===== config.mk =====
export PLATFORM = sky130hd
export DESIGN_NAME = sync_line_aux_registers
export DESIGN_NICKNAME = d
export VERILOG_FILES = /design/src/hw/aux_regs_pkg.sv /design/src/hw/sync_line_aux_registers.sv
export SDC_FILE = /design/constraint.sdc
export NUM_CORES = 1
export LEC_CHECK = 0
export CORE_MARGIN = 3
export CORE_UTILIZATION = 50
export DETAILED_ROUTE_END_ITERATION = 7
export DONT_BUFFER_PORTS = 1
export MAX_ROUTING_LAYER = met4
export PLACE_DENSITY_LB_ADDON = 0.05
export SYNTH_ARGS = -nofsm -noshare
export SYNTH_HDL_FRONTEND = slang
export SYNTH_SLANG_ARGS = --single-unit

===== constraint.sdc =====
create_clock -name clk -period 4.1 [get_ports clk]
set_input_delay 0.82 -clock clk [delete_from_list [all_inputs] [get_ports clk]]
set_output_delay 0.82 -clock clk [all_outputs]
set_load 0.03 [all_outputs]

===== src/hw/aux_regs_pkg.sv =====
`default_nettype none
package aux_regs_pkg;
    // ************************************************************
    // Secondary register pointers
    // ************************************************************
    localparam logic [3:0] PTR_MATCH   = 4'h8;
    localparam logic [3:0] PTR_SYNC    = 4'h9;
    localparam logic [3:0] PTR_MAINT   = 4'hA;
    localparam logic [3:0] PTR_CHK_RX  = 4'hD;
    localparam logic [3:0] PTR_CHK_TX  = 4'hE;
    localparam logic [3:0] PTR_POLY    = 4'hF;
    // ************************************************************
    // Pointer field in the primary pointer/error register
    // ************************************************************
    localparam int PTR_LSB = 8;
    localparam int PTR_MSB = 11;
    // ************************************************************
    // Maintenance register fields
    // ************************************************************
    localparam int MC_SHIFT_CLK = 0;
    localparam int MC_STEP      = 1;
    localparam int MC_UNUSED    = 2;
    localparam int MC_LOOP      = 3;
    localparam int MC_FORCE_RX  = 4;
    localparam int MC_CLEAR     = 5;
    localparam int MC_HIGH_HALF = 6;
    localparam int MC_SEND_BIT  = 7;
    // ************************************************************
    // Reset values and sizes
    // ************************************************************
    localparam logic [15:0] SYNC_RESET  = 16'h0000;
    localparam logic [15:0] MATCH_RESET = 16'h0000;
    localparam int          MATCH_DEPTH = 16;
    // ************************************************************
    // Bit clock source selection
    // ************************************************************
    typedef enum logic [1:0] {
        CLK_SRC_MODEM,
        CLK_SRC_OSC,
        CLK_SRC_SOFT
    } clk_src_t;
endpackage : aux_regs_pkg
`default_nettype wire


===== src/hw/sync_line_aux_registers.sv =====
`default_nettype none
module sync_line_aux_registers
    import aux_regs_pkg::*;
(
    // Clock and reset
    input  wire logic                clk,
    input  wire logic                sys_rst,
    // Primary pointer/error register write
    input  wire logic                ptr_wr,
    input  wire logic [15:0]         ptr_wdata,
    // Indirect data port
    input  wire logic                data_wr,
    input  wire logic                data_rd,
    input  wire logic [15:0]         data_wdata,
    output logic      [15:0]         data_rdata,
    output logic      [3:0]          reg_ptr,
    // Check value and polynomial halves from the engines
    input  wire logic [23:0]         chk_rx_val,
    input  wire logic [23:0]         chk_tx_val,
    input  wire logic [23:0]         poly_val,
    // Serial engine status
    input  wire logic                tx_lsb,
    input  wire logic                tx_active,
    input  wire logic                rx_active,
    // Controls to the engines
    output logic                     soft_shift_tx,
    output logic                     soft_strobe_rx,
    output aux_regs_pkg::clk_src_t   bit_clk_src,
    output logic                     loopback,
    output logic                     loop_rx_bit,
    output logic                     force_rx_xfer,
    output logic                     force_rx_from_shift,
    output logic                     master_clear,
    output logic                     high_half_sel,
    output logic                     pair_sel_align,
    output logic                     strap_chars_off,
    // Match table lookup
    input  wire logic [3:0]          match_idx,
    output logic      [15:0]         match_entry,
    output logic      [15:0]         sync_pattern
);
    // ************************************************************
    // State
    // ************************************************************
    typedef struct packed {
        logic [MATCH_DEPTH-1:0][15:0] match;
        logic [15:0]                  sync;
        logic [3:0]                   ptr;
        logic                         shift_clk;
        logic                         step;
        logic                         loop;
        logic                         high_half;
        logic                         send_bit;
        logic                         shift_tx;
        logic                         strobe_rx;
        logic                         force_rx;
        logic                         force_src;
        logic                         mclr;
        logic [15:0]                  rdata;
        logic [15:0]                  entry;
        clk_src_t                     src;
        logic                         loop_bit;
        logic                         strap;
        logic                         align;
    } state_t;

    state_t s_q;
    state_t s_d;
    logic   clr;
    logic   wr_maint;
    logic   [15:0] maint_rd;
    logic   [23:0] half_src;
    logic   [MATCH_DEPTH-1:0] match_we;

    // ************************************************************
    // Match entry write enables
    // ************************************************************
    for (genvar e = 0; e < MATCH_DEPTH; e++)
    begin : g_match_we
        assign match_we[e] = data_wr && (s_q.ptr == PTR_MATCH) && (match_idx == 4'(e));
    end

    // ************************************************************
    // Next state
    // ************************************************************
    always_comb
    begin
        s_d       = s_q;
        clr       = sys_rst || s_q.mclr;
        wr_maint  = data_wr && (s_q.ptr == PTR_MAINT);
        s_d.force_rx  = 1'b0;
        s_d.mclr      = 1'b0;
        s_d.shift_tx  = 1'b0;
        s_d.strobe_rx = 1'b0;

        // ********************************************************
        // Pointer
        // ********************************************************
        if (ptr_wr)
        begin
            s_d.ptr = ptr_wdata[PTR_MSB:PTR_LSB];
        end

        // ********************************************************
        // Match table
        // ********************************************************
        for (int e = 0; e < MATCH_DEPTH; e++)
        begin
            if (match_we[e])
            begin
                s_d.match[e] = data_wdata;
            end
        end

        // ********************************************************
        // Sync pattern
        // ********************************************************
        if (data_wr && (s_q.ptr == PTR_SYNC))
        begin
            s_d.sync = data_wdata;
        end

        // ********************************************************
        // Maintenance writes
        // ********************************************************
        if (wr_maint)
        begin
            s_d.shift_clk = data_wdata[MC_SHIFT_CLK];
            s_d.step      = data_wdata[MC_STEP];
            s_d.loop      = data_wdata[MC_LOOP];
            s_d.high_half = data_wdata[MC_HIGH_HALF];
            if (!tx_active && s_q.loop)
            begin
                s_d.send_bit = data_wdata[MC_SEND_BIT];
            end
            s_d.force_rx  = data_wdata[MC_FORCE_RX];
            s_d.force_src = !rx_active;
            s_d.mclr      = data_wdata[MC_CLEAR];
            if (data_wdata[MC_SHIFT_CLK] && !s_q.shift_clk)
            begin
                s_d.shift_tx = 1'b1;
            end
            if (!data_wdata[MC_SHIFT_CLK] && s_q.shift_clk)
            begin
                s_d.strobe_rx = 1'b1;
            end
        end

        // ********************************************************
        // Send bit
        // ********************************************************
        if (!(s_q.loop && !tx_active))
        begin
            s_d.send_bit = tx_lsb;
        end
        s_d.loop_bit = s_d.send_bit;

        // ********************************************************
        // Bit clock source
        // ********************************************************
        if (s_d.step)
        begin
            s_d.src = CLK_SRC_SOFT;
        end
        else if (s_d.loop)
        begin
            s_d.src = CLK_SRC_OSC;
        end
        else
        begin
            s_d.src = CLK_SRC_MODEM;
        end

        // ********************************************************
        // Initialize and master clear
        // ********************************************************
        if (clr)
        begin
            s_d.sync      = SYNC_RESET;
            s_d.shift_clk = 1'b0;
            s_d.step      = 1'b0;
            s_d.loop      = 1'b0;
            s_d.high_half = 1'b0;
            s_d.src       = CLK_SRC_MODEM;
            s_d.shift_tx  = 1'b0;
            s_d.strobe_rx = 1'b0;
            s_d.force_rx  = 1'b0;
        end
        if (sys_rst)
        begin
            s_d.ptr  = 4'h0;
            s_d.mclr = 1'b0;
        end

        // ********************************************************
        // Read data
        // ********************************************************
        maint_rd = 16'h0000;
        maint_rd[MC_SHIFT_CLK] = s_q.shift_clk;
        maint_rd[MC_STEP]      = s_q.step;
        maint_rd[MC_LOOP]      = s_q.loop;
        maint_rd[MC_HIGH_HALF] = s_q.high_half;
        maint_rd[MC_SEND_BIT]  = s_q.send_bit;
        half_src = 24'h000000;
        unique case (s_q.ptr)
            PTR_CHK_RX:
            begin
                half_src = chk_rx_val;
            end
            PTR_CHK_TX:
            begin
                half_src = chk_tx_val;
            end
            PTR_POLY:
            begin
                half_src = poly_val;
            end
            default:
            begin
                half_src = 24'h000000;
            end
        endcase
        s_d.rdata = s_q.rdata;
        if (data_rd)
        begin
            unique case (s_q.ptr)
                PTR_MATCH:
                begin
                    s_d.rdata = s_q.match[match_idx];
                end
                PTR_SYNC:
                begin
                    s_d.rdata = s_q.sync;
                end
                PTR_MAINT:
                begin
                    s_d.rdata = maint_rd;
                end
                PTR_CHK_RX,
                PTR_CHK_TX,
                PTR_POLY:
                begin
                    s_d.rdata = s_q.high_half ? {8'h00, half_src[23:16]} : half_src[15:0];
                end
                default:
                begin
                    s_d.rdata = 16'h0000;
                end
            endcase
        end

        // ********************************************************
        // Lookup and status
        // ********************************************************
        s_d.entry = s_q.match[match_idx];
        s_d.strap = 1'b1;
        s_d.align = s_d.mclr;
    end

    // ************************************************************
    // Registers
    // ************************************************************
    always_ff @(posedge clk)
    begin
        if (sys_rst)
        begin
            s_q       <= '0;
            s_q.match <= s_d.match;
            s_q.align <= 1'b1;
        end
        else
        begin
            s_q <= s_d;
        end
    end

    // ************************************************************
    // Outputs
    // ************************************************************
    always_comb
    begin

        // ********************************************************
        // Host side
        // ********************************************************
        data_rdata          = s_q.rdata;
        reg_ptr             = s_q.ptr;

        // ********************************************************
        // Engine controls
        // ********************************************************
        soft_shift_tx       = s_q.shift_tx;
        soft_strobe_rx      = s_q.strobe_rx;
        bit_clk_src         = s_q.src;
        loopback            = s_q.loop;
        loop_rx_bit         = s_q.loop_bit;
        force_rx_xfer       = s_q.force_rx;
        force_rx_from_shift = s_q.force_src;
        master_clear        = s_q.mclr;
        high_half_sel       = s_q.high_half;
        pair_sel_align      = s_q.align;
        strap_chars_off     = s_q.strap;

        // ********************************************************
        // Lookup
        // ********************************************************
        match_entry         = s_q.entry;
        sync_pattern        = s_q.sync;
    end
endmodule : sync_line_aux_registers
`default_nettype wire


Word-level counts from Yosys, hierarchy flattened
Index checks and enable logic that the tools add are counted.
- word-level logic and storage cells: 118
- memories kept: 0
- bits in writable memories: 0
- bits in latches: 0
- memory bits (read-only): 0
- output and inout port bits: 64
- bits of input ports: 116
- register bits: 322
- shifts and indexed selects: 0
- muxes and demuxes: 29
- reductions and logical operators: 32
- div/mod/pow operators: 0
- equal/unequal tests: 21
- add/sub/neg operators: 0
- $lt $le $gt $ge: 1
- bitwise operators: 1
- multipliers: 0
- operator list (kind ; count):
    2-to-1 mux 16 bit ; 18
    case mux 24 bit (3 select lines) ; 1
    binary-select mux 16 bit (select 4 bit) ; 1
    case mux 16 bit (4 select lines) ; 1
    == test 4 bit, second input constant ; 14
    logical AND 1 bit ; 22
    == test 4 x 3 -> 1 bit, second input constant ; 4
    2-to-1 mux 9 bit ; 1
    OR reduction 3 bit ; 3
    == test 4 x 2 -> 1 bit, second input constant ; 2
    < comparator 4 x 5 -> 1 bit, second input constant ; 1
    2-to-1 mux 1 bit ; 5
    == test 4 x 1 -> 1 bit, second input constant ; 1
    zero test 1 bit ; 4
    zero test 4 bit ; 1
    2-to-1 mux 2 bit ; 2
    OR reduction 2 bit ; 1
    logical OR 1 bit ; 1
    inverter 1 bit ; 1

Logic depth before layout (Yosys ltp)
- word-level depth: 6
- mapped depth: 8
- depth with buffers taken out: 5

Worst setup path after synthesis
Ideal clock, no wire load.
- path type: input -> register
- start point: in match_idx[1]
- end point: reg s_q[67] in the netlist's numbering (enable)
- setup time: 409 ps
- setup slack: 795 ps
- arrival: 2896 ps
- cell stages on the path: 5
- cell sequence: buf_2 buf_2 buf_1 or3_1 nor3_1
- word-level cells in the longest chain between the ends: 3
- ends and longest elaborated chain (element ; line ; text):
    from (decl) ; sync_line_aux_registers.sv:38 ; input wire logic [3:0] match_idx,
    zero test 4 bit ; sync_line_aux_registers.sv:80 ; assign match_we[e] = data_wr && (s_q.ptr == PTR_MATCH) && (match_idx == 4'(e));
    logical AND 1 bit ; sync_line_aux_registers.sv:80 ;
    net match_we[0] ; sync_line_aux_registers.sv:73 ; logic [MATCH_DEPTH-1:0] match_we;
    2-to-1 mux 16 bit ; sync_line_aux_registers.sv:109 ; if (match_we[e])
    to (decl) ; sync_line_aux_registers.sv:67 ; state_t s_q;
The timed path passes the listed nets, and every way through them passes these cells.
A chain may end at the register's enable or synchronous reset.

Final worst setup path
- start point: reg s_q, in the netlist reg_ptr[1]
- end point: reg s_q[79] in the netlist's numbering (enable)
- word-level cells in the longest chain between the ends: 4
- ends and longest elaborated chain (element ; line):
    == test 4 bit ; sync_line_aux_registers.sv:80
    logical AND 1 bit (2 in series) ; sync_line_aux_registers.sv:80
    net match_we[0] ; sync_line_aux_registers.sv:73
    2-to-1 mux 16 bit ; sync_line_aux_registers.sv:109
The timed path passes the listed nets, and every way through them passes these cells.

==> metrics.md <==
| Metric | Value |
|---|---|
| Synth Warn # | `0` |
| RSZ-0062 raised after global routing | `no` |
| Endpoints failing setup | `0` |
| Fin crit share | `0.685` |
| Final Non-Filler Cells | `between 1k and 1.5k` |
| R2R cell count | `6` |
| Dpl cells | `1065` |
| Register area share after synthesis | `0.685` |
| Crit start category | `flop` |
| Number of buffers created by CTS | `36` |
| Die width | `168 um` |
| Slew @ Worst Pin | `between 800 and 900 ps` |
| Min Tclk post-route | `2810 ps` |
| Placer Congestion | `0.881` |
| Final count of hold timing violations | `0` |
| H-tree depth | `2` |
| Sw power | `~1300 uW` |
| FMAX | `roughly 360 MHz` |
| Crit Path Max Fanout | `12` |
| Layout cell share with drive strength beyond 1 | `0.208` |
| Seq cells post-synth | `approximately 320` |
| Logic pwr share | `0.031` |
| Leakage | `0.00447 uW` |
| Area growth syn-to-layout | `8.23%` |
| Nets | `889` |
| CTS root buf | `clkbuf_16` |
| R2r setup slk | `1290 ps` |
| Worst R2R End | `s_q[79]$_DFFE_PP_` |
| Ant diodes | `0` |
| Input/output buffers | `0` |
| WS Path Type | `reg -> reg` |
| Global-route wire length before repair | `44300 um` |
| Post-DP HPWL | `19600 um` |
| Relative slew slack | `0.434` |
| Hold-fix buffers, CTS | `0` |
| Vias | `slightly below 7k` |
| Sequential power share | `0.519` |
| Post-Syn Nets | `between 900 and 1k` |
| CP arrival | `about 3000 ps` |
| Clock latency on the worst-skew pair | `approximately 500 ps` |
| Starting density of the core | `0.515` |
| Top_reg_cell synth | `edfxtp_1` |
| Ports | `180` |
| R2R Path Start | `reg_ptr[1]$_SDFFE_PP0P_` |
| Reg clk slew, reported paths | `approximately 60 ps` |
| Syn_area_per_cell | `16.0 um^2` |
| Worst Hold Launch | `sys_rst` |
| Filler Cell Count | `between 2k and 2.5k` |
| Largest net degree at the start of global routing | `~70` |
| CTS resizes | `0` |
| Drt via density | `approximately 6` |
| Final wirelength | `a little under 30000 um` |
| WL/cell | `between 20 and 30 um` |
| WP data required | `about 4300 ps` |
| Row count | `58` |
| Die Y | `roughly 170 um` |
| Status | `completed` |
| Antenna violations before repair | `0` |
| Hold path cells | `1` |
| Max-cap violation count | `0` |
| DRT iter0 DRCs | `~610` |
| Hold crit path type | `in -> reg` |
| Post-synth EDFFs | `approximately 260` |
| CP Capture Type | `flop` |
| Post-synthesis instance area | `~0.013 mm^2` |
| Fin Hold WS | `approximately 400 ps` |
| Die area | `~0.028 mm^2` |
| Post-route DRC | `0` |
| Remaining Overflow, GRT | `0` |
| Antenna Violating Nets Remaining | `0` |
| Clock sink count | `about 320` |
| DRT Pass-1 Iters | `5` |
| Vias in the first global route | `about 7.2k` |
| Clk_skew | `12.3 ps` |
| Sw frac | `0.195` |
| Total power | `~6900 uW` |
| Power per cell area | `approximately 490 mW/mm^2` |
| Core Region | `0.0255 mm^2` |
| Post-CTS setup buffers | `0` |
| Int Pwr | `about 5600 uW` |
| Longest Clk Path Bufs | `3` |
| CTS tree | `done` |
| Syn Inst Count | `821` |
| Clock power frac | `0.449` |
| Ys async rst share | `0` |
| Setup TNS | `0 ps` |
| Max VDD drop | `0.000283 V` |
| Total track usage | `0.211` |
| Final max-slew violation count | `0` |
| Distinct cells, synth | `48` |
| Worst Hold End | `match_entry[11]$_SDFF_PP0_` |
[cell families (layout without fill, tap and decap cells)]
family,after synthesis,count (layout),share of synthesized area
AO/OA/AOI/OAI,139,139,0.0769
buffers and inverters,112,90,0.0532
flip-flops,321,321,0.685
multiplexers,86,86,0.128
AND/OR/NAND/NOR,163,163,0.0566
[metrics by stage]
step	setup WS, ps	area [um^2]	utilization
2_1_floorplan	795	13100	-
3_3_place_gp	1330	13000	0.512
3_5_place_dp	1290	13000	0.512
4_1_cts	1280	14200	0.557
5_1_grt	1160	14200	0.557
6_report	1290	14200	0.557
[cell usage after synthesis (all sizes together) (6+ instances only)]
library cell  instances  area share
dfxtp                65       0.099
a22o                 16       0.011
mux4                 64        0.11
o21ai                16      0.0061
nand2b               11      0.0052
nand2                71       0.021
a21oi                28       0.011
nor2                 52       0.015
mux2                 17       0.015
buf                  90       0.047
a22oi                48       0.027
clkbuf               19      0.0054
edfxtp              256        0.59
a211oi               10      0.0057
nor2b                 6      0.0029
[critical path: stages (launching register included)]
cell     delay [ps]
dfxtp_1         520
nor4b_2         320
buf_4           230
nand2_1         150
or3_1           440
nor3_2          540
buf_4           310
[power groups by stage]
stage | clock network (uW) | registers [uW] | logic (uW)
final | 3100 | 3580 | 216
after global routing | 3330 | 3580 | 232
after CTS | 3180 | 3580 | 217
after detailed placement | 0 | 3650 | 216
after global placement | 0 | 3650 | 213
after floorplan | 0 | 3610 | 259
[state kept, by name, indices dropped and copies added, names as in the netlist]
| register | count |
|---|---|
| s_q | 256 |
| data_rdata | 16 |
| match_entry | 16 |
| sync_pattern | 16 |
| reg_ptr | 4 |
| maint_rd | 2 |
| bit_clk_src | 1 |
| force_rx_from_shift | 1 |
| force_rx_xfer | 1 |
| high_half_sel | 1 |
| loop_rx_bit | 1 |
| loopback | 1 |
| master_clear | 1 |
| pair_sel_align | 1 |
| soft_shift_tx | 1 |
| soft_strobe_rx | 1 |
| strap_chars_off | 1 |
[cell usage in the layout, fill, tap and decap left out, types with 3 or more instances in the layout]
master	netlist	routed
edfxtp_1	256	256
inv_1	3	3
a22oi_1	48	48
nor2_1	51	51
nand2_1	70	70
a211oi_1	10	10
a222oi_1	5	5
mux4_2	64	64
a21oi_1	28	28
mux2_2	17	17
a22o_1	16	16
clkinv_1	0	3
clkbuf_8	0	6
buf_4	58	23
o221ai_1	5	5
clkbuf_16	0	37
nor3_2	0	4
clkbuf_1	19	10
and2_1	3	3
o21ai_1	8	8
nand2b_1	11	11
nor2b_1	6	6
mux2i_1	5	5
dfxtp_1	65	65
o21ai_0	8	8
[area by class of cell]
type | count | area [um^2] | area share
clock buffers | 55 | 1060 | 0.0747
clock inverters | 9 | 100 | 0.00705
inverters | 3 | 11.3 | 0.000793
multi-input cells | 388 | 3450 | 0.243
flip-flops and latches | 321 | 8990 | 0.633
well taps | 330 | 413 | 0.0291
repair buffers | 23 | 173 | 0.0122
[routing by layer]
metal | GRT usage | routed length, um | vias to the layer above | share of wire
li1 | - | - | 3062 | -
met1 | 0.283 | 12200 | 3585 | 0.42
met2 | 0.342 | 14300 | 281 | 0.49
met3 | 0.0467 | 2060 | 29 | 0.071
met4 | 0.0388 | 305 | 0 | 0.011
met5 | - | 0 | - | 0
[worst max-delay path by stage]
stage                                  from           endpoint  slack (ps)
finish              reg_ptr[1]$_SDFFE_PP0P_  s_q[79]$_DFFE_PP_        1290
global route        reg_ptr[1]$_SDFFE_PP0P_  s_q[79]$_DFFE_PP_        1160
CTS                 reg_ptr[1]$_SDFFE_PP0P_  s_q[79]$_DFFE_PP_        1280
detailed placement  reg_ptr[1]$_SDFFE_PP0P_  s_q[78]$_DFFE_PP_        1290
global placement    reg_ptr[1]$_SDFFE_PP0P_  s_q[79]$_DFFE_PP_        1330
floorplan                      match_idx[1]  s_q[67]$_DFFE_PP_         800
No activity file was read; power rests on OpenSTA's default activity.
